===== src/hw/genset_modbus_pkg.sv =====
// Constants, register offsets and carrier types of the generator-set
// Modbus register bank. Assumes the Modbus TCP framing engine hands
// over one 16-bit register access at a time.
package genset_modbus_pkg;

  // Register addresses; a 32-bit value also takes the next register
  localparam logic [15:0] KEY_PRESS_SIMULATION_ADDR = 16'h2001;
  localparam logic [15:0] UTILITY_L1_VOLTAGE_ADDR = 16'h2800;
  localparam logic [15:0] UTILITY_L2_VOLTAGE_ADDR = 16'h2802;
  localparam logic [15:0] UTILITY_L3_VOLTAGE_ADDR = 16'h2804;
  localparam logic [15:0] GENERATOR_L1_VOLTAGE_ADDR = 16'h2806;
  localparam logic [15:0] GENERATOR_L2_VOLTAGE_ADDR = 16'h2808;
  localparam logic [15:0] GENERATOR_L3_VOLTAGE_ADDR = 16'h280a;
  localparam logic [15:0] UTILITY_L1L2_VOLTAGE_ADDR = 16'h280c;
  localparam logic [15:0] UTILITY_L2L3_VOLTAGE_ADDR = 16'h280e;
  localparam logic [15:0] UTILITY_L3L1_VOLTAGE_ADDR = 16'h2810;
  localparam logic [15:0] GENERATOR_L1L2_VOLTAGE_ADDR = 16'h2812;
  localparam logic [15:0] GENERATOR_L2L3_VOLTAGE_ADDR = 16'h2814;
  localparam logic [15:0] GENERATOR_L3L1_VOLTAGE_ADDR = 16'h2816;
  localparam logic [15:0] UTILITY_L1_CURRENT_ADDR = 16'h2818;
  localparam logic [15:0] UTILITY_L2_CURRENT_ADDR = 16'h281a;
  localparam logic [15:0] UTILITY_L3_CURRENT_ADDR = 16'h281c;
  localparam logic [15:0] GENERATOR_L1_CURRENT_ADDR = 16'h281e;
  localparam logic [15:0] GENERATOR_L2_CURRENT_ADDR = 16'h2820;
  localparam logic [15:0] GENERATOR_L3_CURRENT_ADDR = 16'h2822;
  localparam logic [15:0] UTILITY_NEUTRAL_CURRENT_ADDR = 16'h2824;
  localparam logic [15:0] GENERATOR_NEUTRAL_CURRENT_ADDR = 16'h2826;
  localparam logic [15:0] UTILITY_ACTIVE_POWER_ADDR = 16'h2834;
  localparam logic [15:0] GENERATOR_ACTIVE_POWER_ADDR = 16'h2836;
  localparam logic [15:0] UTILITY_REACTIVE_POWER_ADDR = 16'h2844;
  localparam logic [15:0] GENERATOR_REACTIVE_POWER_ADDR = 16'h2846;
  localparam logic [15:0] UTILITY_APPARENT_POWER_ADDR = 16'h2854;
  localparam logic [15:0] GENERATOR_APPARENT_POWER_ADDR = 16'h2856;
  localparam logic [15:0] UTILITY_POWER_FACTOR_ADDR = 16'h285e;
  localparam logic [15:0] GENERATOR_POWER_FACTOR_ADDR = 16'h285f;
  localparam logic [15:0] UTILITY_FREQUENCY_ADDR = 16'h2862;
  localparam logic [15:0] GENERATOR_FREQUENCY_ADDR = 16'h2863;
  localparam logic [15:0] STARTER_BATTERY_VOLTAGE_ADDR = 16'h2865;
  localparam logic [15:0] LUBE_PRESSURE_ADDR = 16'h2879;
  localparam logic [15:0] COOLANT_TEMPERATURE_ADDR = 16'h287a;
  localparam logic [15:0] TANK_LEVEL_PERCENT_ADDR = 16'h287b;
  localparam logic [15:0] LUBE_TEMPERATURE_ADDR = 16'h287c;
  localparam logic [15:0] ENCLOSURE_TEMPERATURE_ADDR = 16'h287d;
  localparam logic [15:0] OUTSIDE_AIR_TEMPERATURE_ADDR = 16'h287e;
  localparam logic [15:0] SHAFT_SPEED_ADDR = 16'h2888;

  // Index i of the measurement carrier belongs to address entry i
  localparam int WIDE_COUNT = 26;
  localparam int NARROW_COUNT = 12;
  localparam logic [15:0] WIDE_ADDR [WIDE_COUNT] = '{
    UTILITY_L1_VOLTAGE_ADDR, UTILITY_L2_VOLTAGE_ADDR,
    UTILITY_L3_VOLTAGE_ADDR, GENERATOR_L1_VOLTAGE_ADDR,
    GENERATOR_L2_VOLTAGE_ADDR, GENERATOR_L3_VOLTAGE_ADDR,
    UTILITY_L1L2_VOLTAGE_ADDR, UTILITY_L2L3_VOLTAGE_ADDR,
    UTILITY_L3L1_VOLTAGE_ADDR, GENERATOR_L1L2_VOLTAGE_ADDR,
    GENERATOR_L2L3_VOLTAGE_ADDR, GENERATOR_L3L1_VOLTAGE_ADDR,
    UTILITY_L1_CURRENT_ADDR, UTILITY_L2_CURRENT_ADDR,
    UTILITY_L3_CURRENT_ADDR, GENERATOR_L1_CURRENT_ADDR,
    GENERATOR_L2_CURRENT_ADDR, GENERATOR_L3_CURRENT_ADDR,
    UTILITY_NEUTRAL_CURRENT_ADDR, GENERATOR_NEUTRAL_CURRENT_ADDR,
    UTILITY_ACTIVE_POWER_ADDR, GENERATOR_ACTIVE_POWER_ADDR,
    UTILITY_REACTIVE_POWER_ADDR, GENERATOR_REACTIVE_POWER_ADDR,
    UTILITY_APPARENT_POWER_ADDR, GENERATOR_APPARENT_POWER_ADDR};
  localparam logic [15:0] NARROW_ADDR [NARROW_COUNT] = '{
    UTILITY_POWER_FACTOR_ADDR, GENERATOR_POWER_FACTOR_ADDR,
    UTILITY_FREQUENCY_ADDR, GENERATOR_FREQUENCY_ADDR,
    STARTER_BATTERY_VOLTAGE_ADDR, LUBE_PRESSURE_ADDR,
    COOLANT_TEMPERATURE_ADDR, TANK_LEVEL_PERCENT_ADDR,
    LUBE_TEMPERATURE_ADDR, ENCLOSURE_TEMPERATURE_ADDR,
    OUTSIDE_AIR_TEMPERATURE_ADDR, SHAFT_SPEED_ADDR};

  // Key press simulation bits: stop 0, test 3, run 4, breaker 5,
  // menu forward 7, menu back 8, up 9, down 10
  localparam logic [15:0] KEY_FUNCTION_MASK = 16'h07b9;
  localparam int KEY_LONG_BIT = 14;
  localparam int KEY_VERY_LONG_BIT = 15;
  localparam int KEY_GENERATOR_BREAKER_BUTTON_BIT = 5;

  // Network setting limits and reset values
  localparam logic [7:0] SLAVE_ADDRESS_MIN = 8'h01;
  localparam logic [7:0] SLAVE_ADDRESS_MAX = 8'hf0;
  localparam logic [7:0] SLAVE_ADDRESS_DEFAULT = 8'h01;
  localparam logic [15:0] TCP_PORT_RESET = 16'h01f6;
  localparam logic [31:0] FIRST_MASK_EXPECTED = 32'hffffff00;
  localparam logic [31:0] AUTO_ADDRESS_IP = 32'h00000000;
  localparam logic [15:0] DATA_RESET = 16'h0000;

  // Modbus exception codes in the answer
  localparam logic [7:0] EXC_NONE = 8'h00;
  localparam logic [7:0] EXC_ILLEGAL_ADDRESS = 8'h02;

  typedef struct packed {
    logic [7:0] slave_address;
    logic ethernet_enable;
    logic [15:0] tcp_port;
    logic [31:0] ip_mask_1;
    logic [31:0] ip_mask_2;
    logic [31:0] ip_mask_3;
    logic [31:0] network_ip;
    logic [31:0] gateway_ip;
    logic [31:0] subnet_mask;
  } net_settings_t;

  typedef struct packed {
    logic port_up;
    logic auto_address;
    logic first_mask_ok;
    logic [7:0] slave_address;
    logic [15:0] served_port;
    logic [31:0] claimed_ip;
    logic [31:0] gateway_ip;
    logic [31:0] subnet_mask;
  } net_status_t;

  typedef struct packed {
    logic [WIDE_COUNT-1:0][31:0] wide;
    logic [NARROW_COUNT-1:0][15:0] narrow;
  } meas_t;

  typedef struct packed {
    logic valid;
    logic write;
    logic [7:0] unit_id;
    logic [15:0] tcp_port;
    logic [15:0] addr;
    logic [15:0] wdata;
  } reg_req_t;

  typedef struct packed {
    logic valid;
    logic [7:0] exception;
    logic [15:0] rdata;
  } reg_resp_t;

endpackage


===== src/hw/genset_modbus_register_map.sv =====
// Modbus TCP register bank of the generator-set controller: network
// setting checks, register decode, measurement read-out and key press
// simulation. Assumes settings, measurements and register requests all
// come from logic on ref_clk, one register access per request.
//
// Overview of operation
// - Slave address 1..240, default 1 otherwise
// - Ethernet port works only when enable is 1
// - Serve Modbus on any configured TCP port
// - IP 0.0.0.0 means automatic address, else claimed
// - 16-bit value in one register, bit0 LSB
// - 32-bit value: high word first, low next
// - Bit arrays span registers, LSB first upward
// - Key simulation bits press front-panel keys
// - Bit 14 long press, bit 15 very long
// - Voltages, currents, powers: read-only 32-bit tenths
// - Power factor, frequency, battery: read-only 16-bit
// - Engine sensors read-only 16-bit, speed unscaled
`timescale 1ns/10ps
`default_nettype none

module genset_modbus_register_map (
  // Clock and reset
  input wire logic ref_clk,
  input wire logic reset,
  // Stored network settings
  input wire genset_modbus_pkg::net_settings_t settings,
  // Live measurements, already scaled
  input wire genset_modbus_pkg::meas_t meas,
  // One register access from the Modbus TCP framing engine
  input wire genset_modbus_pkg::reg_req_t req,
  output var genset_modbus_pkg::reg_resp_t resp,
  // Effective network state
  output var genset_modbus_pkg::net_status_t net_status,
  // Simulated key presses, one-cycle pulse
  output logic [15:0] key_press
);
  import genset_modbus_pkg::*;

  // Result of a wide lookup: {hit, low half, index}
  function automatic logic [6:0] decode_wide(input logic [15:0] a);
    logic [6:0] r;
    r = 7'h00;
    for (int i = 0; i < WIDE_COUNT; i++) begin
      if (a == WIDE_ADDR[i]) begin
        r = {2'b10, 5'(i)};
      end else if (a == WIDE_ADDR[i] + 16'h0001) begin
        r = {2'b11, 5'(i)};
      end
    end
    return r;
  endfunction

  // Result of a narrow lookup: {hit, index}
  function automatic logic [4:0] decode_narrow(input logic [15:0] a);
    logic [4:0] r;
    r = 5'h00;
    for (int i = 0; i < NARROW_COUNT; i++) begin
      if (a == NARROW_ADDR[i]) begin
        r = {1'b1, 4'(i)};
      end
    end
    return r;
  endfunction

  function automatic logic slave_in_range(input logic [7:0] a);
    return (a >= SLAVE_ADDRESS_MIN) && (a <= SLAVE_ADDRESS_MAX);
  endfunction

  net_status_t status_reg, status_next;
  reg_resp_t resp_reg, resp_next;
  logic [15:0] key_reg, key_next;

  logic accepted;
  logic [6:0] wide_hit;
  logic [4:0] narrow_hit;
  logic [31:0] wide_word;

  // Network state follows the stored settings
  always_comb begin
    status_next = status_reg;
    if (slave_in_range(settings.slave_address)) begin
      status_next.slave_address = settings.slave_address;
    end else begin
      status_next.slave_address = SLAVE_ADDRESS_DEFAULT;
    end
    status_next.port_up = settings.ethernet_enable;
    status_next.served_port = settings.tcp_port;
    // Only flagged: a wrong mask is the installer's to fix
    status_next.first_mask_ok =
      (settings.ip_mask_1 == FIRST_MASK_EXPECTED);
    status_next.auto_address =
      (settings.network_ip == AUTO_ADDRESS_IP);
    status_next.claimed_ip = settings.network_ip;
    status_next.gateway_ip = settings.gateway_ip;
    status_next.subnet_mask = settings.subnet_mask;
  end

  always_ff @(posedge ref_clk) begin
    if (reset) begin
      status_reg <= '{port_up: 1'b0, auto_address: 1'b1,
                      first_mask_ok: 1'b0,
                      slave_address: SLAVE_ADDRESS_DEFAULT,
                      served_port: TCP_PORT_RESET,
                      claimed_ip: AUTO_ADDRESS_IP,
                      gateway_ip: AUTO_ADDRESS_IP,
                      subnet_mask: AUTO_ADDRESS_IP};
    end else begin
      status_reg <= status_next;
    end
  end

  // Requests that miss the port or unit id get no answer at all, as a
  // stopped port would; the framing engine times them out.
  assign accepted = req.valid && status_reg.port_up &&
                    (req.tcp_port == status_reg.served_port) &&
                    (req.unit_id == status_reg.slave_address);
  assign wide_hit = decode_wide(req.addr);
  assign narrow_hit = decode_narrow(req.addr);
  assign wide_word = meas.wide[wide_hit[4:0]];

  always_comb begin
    resp_next = '{valid: 1'b0, exception: EXC_NONE, rdata: DATA_RESET};
    key_next = 16'h0000;
    if (accepted) begin
      resp_next.valid = 1'b1;
      if (req.write) begin
        if (req.addr == KEY_PRESS_SIMULATION_ADDR) begin
          // Unassigned bits dropped; hold flags only ride on a key
          if ((req.wdata & KEY_FUNCTION_MASK) != 16'h0000) begin
            key_next = req.wdata & KEY_FUNCTION_MASK;
            key_next[KEY_LONG_BIT] = req.wdata[KEY_LONG_BIT];
            key_next[KEY_VERY_LONG_BIT] =
              req.wdata[KEY_VERY_LONG_BIT];
          end
        end else begin
          resp_next.exception = EXC_ILLEGAL_ADDRESS;
        end
      end else if (wide_hit[6]) begin
        if (wide_hit[5]) begin
          resp_next.rdata = wide_word[15:0];
        end else begin
          resp_next.rdata = wide_word[31:16];
        end
      end else if (narrow_hit[4]) begin
        // Bit 0 of the value lands on bit 0 of the register
        resp_next.rdata = meas.narrow[narrow_hit[3:0]];
      end else begin
        // Key register is write-only, the rest is unmapped
        resp_next.exception = EXC_ILLEGAL_ADDRESS;
      end
    end
  end

  always_ff @(posedge ref_clk) begin
    if (reset) begin
      resp_reg <= '{valid: 1'b0, exception: EXC_NONE, rdata: DATA_RESET};
      key_reg <= 16'h0000;
    end else begin
      resp_reg <= resp_next;
      key_reg <= key_next;
    end
  end

  assign resp = resp_reg;
  assign net_status = status_reg;
  assign key_press = key_reg;

  // High once the previous edge was out of reset, so checks that look
  // one cycle back never see reset values
  logic past_ok;
  always_ff @(posedge ref_clk) begin
    if (reset) begin
      past_ok <= 1'b0;
    end else begin
      past_ok <= 1'b1;
    end
  end

  // Every key bit keeps its own position, lowest bit first
  for (genvar k = 0; k < 16; k++) begin : g_key_bit

  end
endmodule // genset_modbus_register_map

`default_nettype wire


===== config.mk =====
export PLATFORM = sky130hd
export DESIGN_NAME = genset_modbus_register_map
export DESIGN_NICKNAME = d
export VERILOG_FILES = /design/src/hw/genset_modbus_pkg.sv /design/src/hw/genset_modbus_register_map.sv
export SDC_FILE = /design/constraint.sdc
export NUM_CORES = 1
export LEC_CHECK = 0
export BUFFER_PORTS_ARGS = -buffer_cell sky130_fd_sc_hd__buf_4
export CAP_MARGIN = 0
export CORE_AREA = 10 10 556 558
export CTS_CLUSTER_DIAMETER = 40
export DETAILED_ROUTE_END_ITERATION = 10
export DIE_AREA = 0 0 566 568
export PLACE_DENSITY = 0.31
export SLEW_MARGIN = 40
export SYNTH_ARGS = -nofsm -noshare
export SYNTH_HDL_FRONTEND = slang
export SYNTH_SLANG_ARGS = --single-unit

===== constraint.sdc =====
create_clock -name ref_clk -period 4.75 [get_ports ref_clk]
set_clock_uncertainty 0.15 [all_clocks]
set_input_delay 0.95 -clock ref_clk [delete_from_list [all_inputs] [get_ports ref_clk]]
set_output_delay 0.95 -clock ref_clk [all_outputs]
set_load 0.01 [all_outputs]

---- After elaboration in Yosys (flattened, before gate mapping) ----
Index checks and enable logic that the tools add are counted.
cells by class
  $add $sub $neg .......................... 0
  multipliers ............................. 0
  divide/modulo/power cells ............... 0
  $lt $le $gt $ge ......................... 4
  equality and inequality tests ........... 68
  shifts and indexed selects .............. 0
  multiplexer cells ....................... 77
  bitwise logic cells ..................... 5
  reduce and logical (&&, ||, !) cells .... 11
operator list
  cell                  count
  $eq 16x14->1 const B  65
  $mux 7                52
  $bmux 32 s5           1
  $mux 16               5
  $bmux 16 s4           1
  $mux 5                12
  $eq 32x32->1 const B  1
  $logic_not 32->1      1
  $mux 32               1
  $mux 25               1
  $eq 16x16->1          1
  $reduce_bool 16->1    1
  $eq 8x8->1            1
  $ge 8x1->1 const B    1
  $le 8x8->1 const B    1
  $mux 8                1
  $lt 5x6->1 const B    1
  $mux 2                3
  $lt 4x5->1 const B    1
  $not 1->1             5
  $reduce_or 5->1       1
  $logic_and 1x1->1     4
  $reduce_or 2->1       2
  $reduce_or 4->1       1
  $reduce_or 3->1       1
storage, ports and cells
  register bits after elaboration ......... 164
  latch bits .............................. 0
  bits in writable memories ............... 0
  memory bits (read-only) ................. 0
  input port bits ......................... 1301
  output and inout bits ................... 164
  logic and storage cells ................. 178
  memories ................................ 0

---- Depth between registers and ports, before layout ----
Gate-level depths: netlist (run 1).
  depth after elaboration ................. 59
  mapped depth ............................ 14
  depth with buffers taken out ............ 9

---- Worst setup path after synthesis (run 1) ----
OpenSTA, ideal clock, no wires.
  path type ............................... input to register
  start point ............................. in req[28] in the netlist's numbering
  end point ............................... reg resp_reg, in the netlist resp[0]
  setup time .............................. 0.122 ns
  arrival time ............................ 3.345 ns
  data required time ...................... 4.478 ns
  path slack .............................. 1.133 ns
  stages on the path ...................... 11
  buffers on the path ..................... 2
  path through ............................ or4b_4 -> or3_1 -> buf_6 -> a21oi_2 -> buf_4 -> mux2_2 -> a22oi_1 -> nor2_1 -> o21ai_0 -> nand2_1 -> a311o_1
between the ends
  word-level cells in the longest chain between the ends .. 56
  elaborated cells on any way between the ends .. 135
  those cells by class .................... 64 x eq/ne; 71 x mux
ends and longest elaborated chain
  element                        RTL line                           source
  from (decl)                    genset_modbus_register_map.sv:31   input wire genset_modbus_pkg::reg_req_t req,
  $eq 16x14->1                   genset_modbus_register_map.sv:45   if (a == WIDE_ADDR[i]) begin
  $mux 7                         genset_modbus_register_map.sv:45
  $mux 7                         genset_modbus_register_map.sv:47   end else if (a == WIDE_ADDR[i] + 16'h0001) begin
  $mux 7                         genset_modbus_register_map.sv:45
  $mux 7                         genset_modbus_register_map.sv:47
  $mux 7                         genset_modbus_register_map.sv:45
  $mux 7                         genset_modbus_register_map.sv:47
  $mux 7                         genset_modbus_register_map.sv:45
  [40 not listed]                -
  $mux 7                         genset_modbus_register_map.sv:47
  $mux 7                         genset_modbus_register_map.sv:45
  $mux 7                         genset_modbus_register_map.sv:47
  $mux 7                         genset_modbus_register_map.sv:45
  $bmux 32 s5                    genset_modbus_register_map.sv:120  assign wide_word = meas.wide[wide_hit[4:0]];
  $mux 32 (implied by the code)  genset_modbus_register_map.sv:120
  $mux 16                        genset_modbus_register_map.sv:140  if (wide_hit[5]) begin
  $mux 16 (*)                    genset_modbus_register_map.sv:139  end else if (wide_hit[6]) begin
  to (signal assigned)           genset_modbus_register_map.sv:157  resp_reg <= '{valid: 1'b0, exception: EXC_NONE, rdata: DATA_RESET};
  to (signal assigned)           genset_modbus_register_map.sv:160  resp_reg <= resp_next;
  to (decl)                      genset_modbus_register_map.sv:71   reg_resp_t resp_reg, resp_next;
Every way passes the cells marked *; elsewhere a longest branch is shown, timed or not. The select of a mux whose other input is x is not followed.
A chain may end at the register's enable or synchronous reset.

---- Worst setup path after layout (run 1) ----
  start point ............................. in req[28] in the netlist's numbering
  end point ............................... reg resp_reg, in the netlist resp[14]
Same word-level chain as after synthesis.

==> results of run 1 <==
## layer usage
layer  up-vias  GRT usage (%)
met1     11700           18.3
met4        66           1.70
li1      10900              -
met5         -              0
met2      1366           27.0
met3       277           5.37
## per-stage QoR
| step | setup TNS, ps | cell area (sq um) |
|---|---|---|
| finish | 0 | 33800 |
| global route | 0 | 33700 |
| CTS | 0 | 33700 |
| detailed placement | -1950 | 33000 |
| global placement | -3000 | 33000 |
| floorplan | 0 | 14800 |
## layout make-up
| cell class | instances | area share (%) |
|---|---|---|
| Clock buffer | 17 | 1.26 |
| Timing Repair Buffer | 1755 | 41.6 |
| Inverter | 2 | 0.0222 |
| Sequential cell | 151 | 8.95 |
| Clock inverter | 15 | 0.582 |
| Multi-Input combinational cell | 1808 | 32.6 |
| Antenna cell | 43 | 0.319 |
| Tap cell | 3958 | 14.7 |
## final timing paths
kind | startpoint | end | slack [ps] | cells after the start
min reg2reg | net_status[122]$_SDFF_PP0_ | resp[24]$_SDFF_PP0_ | 920 | 5
max reg2reg | net_status[97]$_SDFF_PP1_ | resp[7]$_SDFF_PP0_ | 650 | 8
max | req[28] | resp[14]$_SDFF_PP0_ | 240 | 15
min | settings[198] | net_status[102]$_SDFF_PP1_ | 490 | 2
## power groups by stage
stage	combinational (mW)	sequential, mW	clock (mW)
after detailed placement	1.59	1.39	0
after global placement	1.59	1.39	0
after floorplan	0.298	1.40	0
after CTS	1.60	1.36	1.76
after global routing	1.68	1.36	1.77
final	1.56	1.35	1.65
## placed cells by master, fill, tap and decap left out, types with 43 or more instances in the layout
cell type     n
o21ai_0      52
nor2_1       73
nor2b_1     108
nand3_1     170
nand2_1     529
dfxtp_1     151
a21oi_1     131
buf_12       67
mux2i_1     236
diode_2      43
buf_4      1686
## kinds of logic after synthesis
| family | Yosys count | share of synthesized area (%) |
|---|---|---|
| xor gates and xnor gates | 27 | 1.61 |
| other | 1 | 0.0255 |
| AOI/OAI and AO/OA | 425 | 18.6 |
| DFF | 151 | 20.5 |
| and+or+nand+nor | 1095 | 35.4 |
| muxes | 248 | 16.9 |
| buffers and inverters | 196 | 6.87 |
==> impl_metrics.env, run 1 <==
export IMPL_clock_sinks=151
export IMPL_insertion_delay_ps=480
export IMPL_grt_max_degree=63
export IMPL_outcome="finished, final reports clean"
export IMPL_worstMarginPinSlew_ps=905
export IMPL_setup_violations=0
export IMPL_detail_route_antenna_nets=0
export IMPL_synth_edf_count=0
export IMPL_hold_path_class="in2reg"
export IMPL_synth_top_area_share_pct=20.5
export IMPL_dpl_hpwl_mm=237
export IMPL_clock_root_buffer="clkbuf_16"
export IMPL_max_slew_margin_rel_pct=39.4
export IMPL_swShare_pct=34.2
export IMPL_dieArea_sq_um=321000
export IMPL_cpPeakStageDelay_ps=670
export IMPL_yosysWarnings=0
export IMPL_hold_slack_ps=493
export IMPL_wl_met1_mm=108
export IMPL_endpoint_kind="flip-flop"
export IMPL_die_width_um=566
export IMPL_wl_mm=259
export IMPL_syn2layout_area_growth_pct=129
export IMPL_syn_inst=2143
export IMPL_grt_pass1_vias=25800
export IMPL_avgSynthCellArea_sq_um=6.87
export IMPL_maxCapViolCount=0
export IMPL_p_seq_share_pct=29.7
export IMPL_yosysMostFrequentCell="nand2_1"
export IMPL_multi_input_comb_area_sq_um=11000
export IMPL_leakagePower_nw=14.5
export IMPL_largest_register_ffs=123
export IMPL_max_freq_mhz=222
export IMPL_synth_common_cells="nand2_1 (530), mux2i_1 (238), nand3_1 (171)"
export IMPL_drc=0
export IMPL_cts_max_level=4
export IMPL_ir_drop_v=0.000241
export IMPL_clockBufferDepth=2
export IMPL_drive_gt1_share_pct=49.9
export IMPL_vias=24300
export IMPL_synth_seq_cells=151
export IMPL_startpoint_type="input pin"
export IMPL_cts_buffers=17
export IMPL_synth_area_sq_um=14700
export IMPL_p_sw_mw=1.56
export IMPL_dr_wl_met3_mm=20.6
export IMPL_cts_hold_buffers_added=0
export IMPL_antenna_found_initial=184
export IMPL_grt_pass1_wl_mm=316
export IMPL_fin_ws_ps=241
export IMPL_port_buffers=1381
export IMPL_hold_viol_final=0
export IMPL_place_inst=7674
export IMPL_nets=5036
export IMPL_io_pins=1465
export IMPL_period_needed_ps=4510
export IMPL_cts_tree="yes"
export IMPL_combPwrFrac_pct=34.3
export IMPL_cts_resized=0
export IMPL_route_met2_wl_mm=127
export IMPL_p_int_mw=3.00
export IMPL_place_gp_congestion=0.833
export IMPL_finalNonFillerCells=7749
export IMPL_synth_async_reset_ratio_pct=0
export IMPL_grtUsageTotal_pct=15.3
export IMPL_cp_slowest_cell="a31oi_1"
export IMPL_drt_iter0_markers=1561
export IMPL_grt_setup_unrepaired="false"
export IMPL_path_clk_slew_ps=100
export IMPL_ys_flop_type="dfxtp_1"
export IMPL_finalCritPeriodShare_pct=94.9
export IMPL_cp_top_family="simple AND/OR/NAND/NOR gates"
export IMPL_dp_slack_ps=-290
export IMPL_critPathRequiredTime_ps=4990
export IMPL_routed_top_layer="met5"
export IMPL_post_cts_setup_buffer_count=0
export IMPL_crit_arrival_ps=4750
export IMPL_die_h_um=568
export IMPL_p_total_mw=4.57
export IMPL_synth_cell_types=85
export IMPL_globalRouteOverflowTotal=0
export IMPL_post_route_util_pct=11.3
export IMPL_crit_type="in2reg"
export IMPL_post_drt_wl_per_cell_um=33.5
export IMPL_cpMostUsedCell="buf_4"
export IMPL_p_clk_share_pct=36.1
export IMPL_regArea_sq_um=3020
export IMPL_firstDrtPassIters=5
export IMPL_yosys_area_top_type="dfxtp_1"
export IMPL_core_area_sq_um=298000
export IMPL_slew_violations=0
export IMPL_powerDensity_nw_per_um2=135
export IMPL_crit_chain="buf_4, or4b_4, buf_4, nor3_4, buf_12, and2_4, buf_12, buf_4, mux2i_1, a211oi_1, a31oi_1, buf_4, o221ai_1, nor4b_2, a211o_1"
export IMPL_num_rows=201
export IMPL_path_buf_inv=6
export IMPL_cp_max_fo=10
export IMPL_fill_cells=35000
export IMPL_synthTopCellsByArea="dfxtp_1 (21%), mux2i_1 (16%), nand2_1 (14%), nand3_1 (5.8%), nor2b_1 (4.6%)"
export IMPL_vias_per_cell=3.13
export IMPL_initial_core_util_pct=4.94
export IMPL_ys_seq_area_share_pct=20.5
Power figures use the tool's default switching activity.
==> run 2, diff against run 1 <==
--- a/config.mk
+++ b/config.mk
@@ -7,11 +7,12 @@
 export LEC_CHECK = 0
 export BUFFER_PORTS_ARGS = -buffer_cell sky130_fd_sc_hd__buf_4
 export CAP_MARGIN = 0
-export CORE_AREA = 10 10 556 558
+export CORE_AREA = 2 2 564 566
 export CTS_CLUSTER_DIAMETER = 40
 export DETAILED_ROUTE_END_ITERATION = 10
 export DIE_AREA = 0 0 566 568
-export PLACE_DENSITY = 0.31
+export PLACE_DENSITY = 0.3
+export SETUP_SLACK_MARGIN = 0.4
 export SLEW_MARGIN = 40
 export SYNTH_ARGS = -nofsm -noshare
 export SYNTH_HDL_FRONTEND = slang
==> run 2 against run 1 <==
Compared with the run above:
- first-iteration DRC count decreased by 20%
- utilization fell by 0.47 points
- non-clock buffer count fell by 1
- final cell count rose by 3.0%
- worst setup slack gained 190 ps
- critical path type unchanged
- largest power group unchanged
==> impl_metrics.env, run 2 (synthesis results as in run 1) <==
export IMPL_outcome="finished, final reports clean"
export IMPL_wl_mm=253
export IMPL_crit_type="in2reg"
export IMPL_finalNonFillerCells=7979
export IMPL_p_total_mw=4.89
export IMPL_io_pins=1465
export IMPL_vias=24200
export IMPL_hold_path_class="in2reg"
export IMPL_powerDensity_nw_per_um2=142
export IMPL_ir_drop_v=0.000155
export IMPL_crit_cells=14
export IMPL_clock_root_buffer="clkbuf_16"
export IMPL_clock_sinks=151
export IMPL_path_clk_slew_ps=120
export IMPL_post_route_util_pct=10.9
export IMPL_fin_ws_ps=432
export IMPL_cp_slowest_cell="mux2i_1"
export IMPL_cts_tree="yes"
export IMPL_dpl_hpwl_mm=229
export IMPL_vias_per_cell=3.03
export IMPL_fin_area_sq_um=34300
export IMPL_dieArea_sq_um=321000
export IMPL_cpMostUsedCell="buf_4"
export IMPL_grt_max_degree=88
export IMPL_antenna_found_initial=191
export IMPL_drc=0
export IMPL_max_freq_mhz=232
export IMPL_cts_max_level=4
export IMPL_firstDrtPassIters=5
export IMPL_cpPeakStageDelay_ps=810
export IMPL_fill_cells=37100
export IMPL_setup_violations=0
export IMPL_syn2layout_area_growth_pct=133
export IMPL_post_drt_wl_per_cell_um=31.7
export IMPL_place_inst=7893
export IMPL_hold_viol_final=0
export IMPL_core_area_sq_um=316000
export IMPL_setup_tns_ps=0
export IMPL_globalRouteOverflowTotal=0
export IMPL_drt_iter0_markers=1251
export IMPL_max_slew_margin_rel_pct=33.4
export IMPL_layout_common_cells="buf_4 (1678), nand2_1 (528), mux2i_1 (232)"
export IMPL_path_buf_inv=6
export IMPL_crit_chain="buf_4, or4b_4, buf_4, nor3_4, buf_12, and2_4, buf_12, mux2i_1, buf_4, a221oi_1, buf_4, o21ai_0, nor3_1, a211o_1"
export IMPL_grt_setup_unrepaired="true"
export IMPL_placed_cell_area_sq_um=33300
export IMPL_port_buffers=1381
export IMPL_hold_depth=2
export IMPL_hold_slack_ps=464
export IMPL_die_width_um=566
export IMPL_critPathRequiredTime_ps=5070
export IMPL_detail_route_antenna_nets=0
export IMPL_cts_buffers=25
export IMPL_largest_register_ffs=123
export IMPL_maxCapViolCount=0
export IMPL_finalCritPeriodShare_pct=90.9
export IMPL_r2r_cells=12
export IMPL_grtUsageTotal_pct=15.1
export IMPL_cp_max_fo=6
export IMPL_period_needed_ps=4320
export IMPL_startpoint_type="input pin"
export IMPL_worstMarginPinSlew_ps=971
export IMPL_insertion_delay_ps=540
export IMPL_clockBufferDepth=3
export IMPL_die_h_um=568
export IMPL_final_common_cell="buf_4"
export IMPL_endpoint_kind="flip-flop"
export IMPL_crit_arrival_ps=4630
export IMPL_nets=5043
export IMPL_num_rows=207
export IMPL_cts_hold_buffers_added=0
export IMPL_dp_slack_ps=-528
export IMPL_initial_core_util_pct=4.66
export IMPL_cp_top_family="simple AND/OR/NAND/NOR gates"
export IMPL_place_gp_congestion=0.841
export IMPL_grt_pass1_wl_mm=308
export IMPL_slew_violations=0
export IMPL_grt_pass1_vias=25700
export IMPL_drive_gt1_share_pct=50.1
export IMPL_leakagePower_nw=14.6
==> run 2: changes by cell type in the layout (fill, tap and decap cells not counted), moves of 4 or more <==
cell,change
clkbuf_16,+8
clkinv_8,-4
mux2i_1,-4
buf_12,+6
diode_2,+8
inv_8,-6
buf_4,-8
==> run 2: routing by layer <==
layer,vias up,GRT usage [%],wire [um]
li1,10900,-,-
met1,11600,17.8,103000
met2,1290,26.6,124000
met3,294,4.74,20100
met4,88,2.98,5290
met5,-,0,576
==> run 2: where the power goes <==
group	switching (mW)	internal (mW)	total [mW]
Combinational	0.646	0.918	1.56
Clock	0.934	1.04	1.97
Sequential	0.0322	1.32	1.35
==> run 2: timing repair <==
item / CTS / global route
gates cloned: 0 / 0
setup buffers: 0 / 2
resized for setup: 10 / 10
pin swaps: 1 / 0
endpoints found under the setup margin: 7 / 11
==> run 2: path summary, 6_finish.rpt <==
kind              slack, ps                    endpoint                       start
setup reg to reg       1300          resp[4]$_SDFF_PP0_  net_status[102]$_SDFF_PP1_
hold / removal          460  net_status[103]$_SDFF_PP1_               settings[199]
hold reg to reg         860         resp[17]$_SDFF_PP0_  net_status[108]$_SDFF_PP0_
setup / recovery        430          resp[9]$_SDFF_PP0_                     req[28]
==> run 2: cell type report <==
type	count	area (sq um)	area share [%]
multi-input combinational	1808	11100	32.4
antenna	51	128	0.372
clock buffer	28	657	1.91
tap	4180	5230	15.2
sequential	151	3020	8.81
clock inverter	5	52.6	0.153
timing repair buffer	1754	14100	41.1
inverter	2	7.51	0.0219
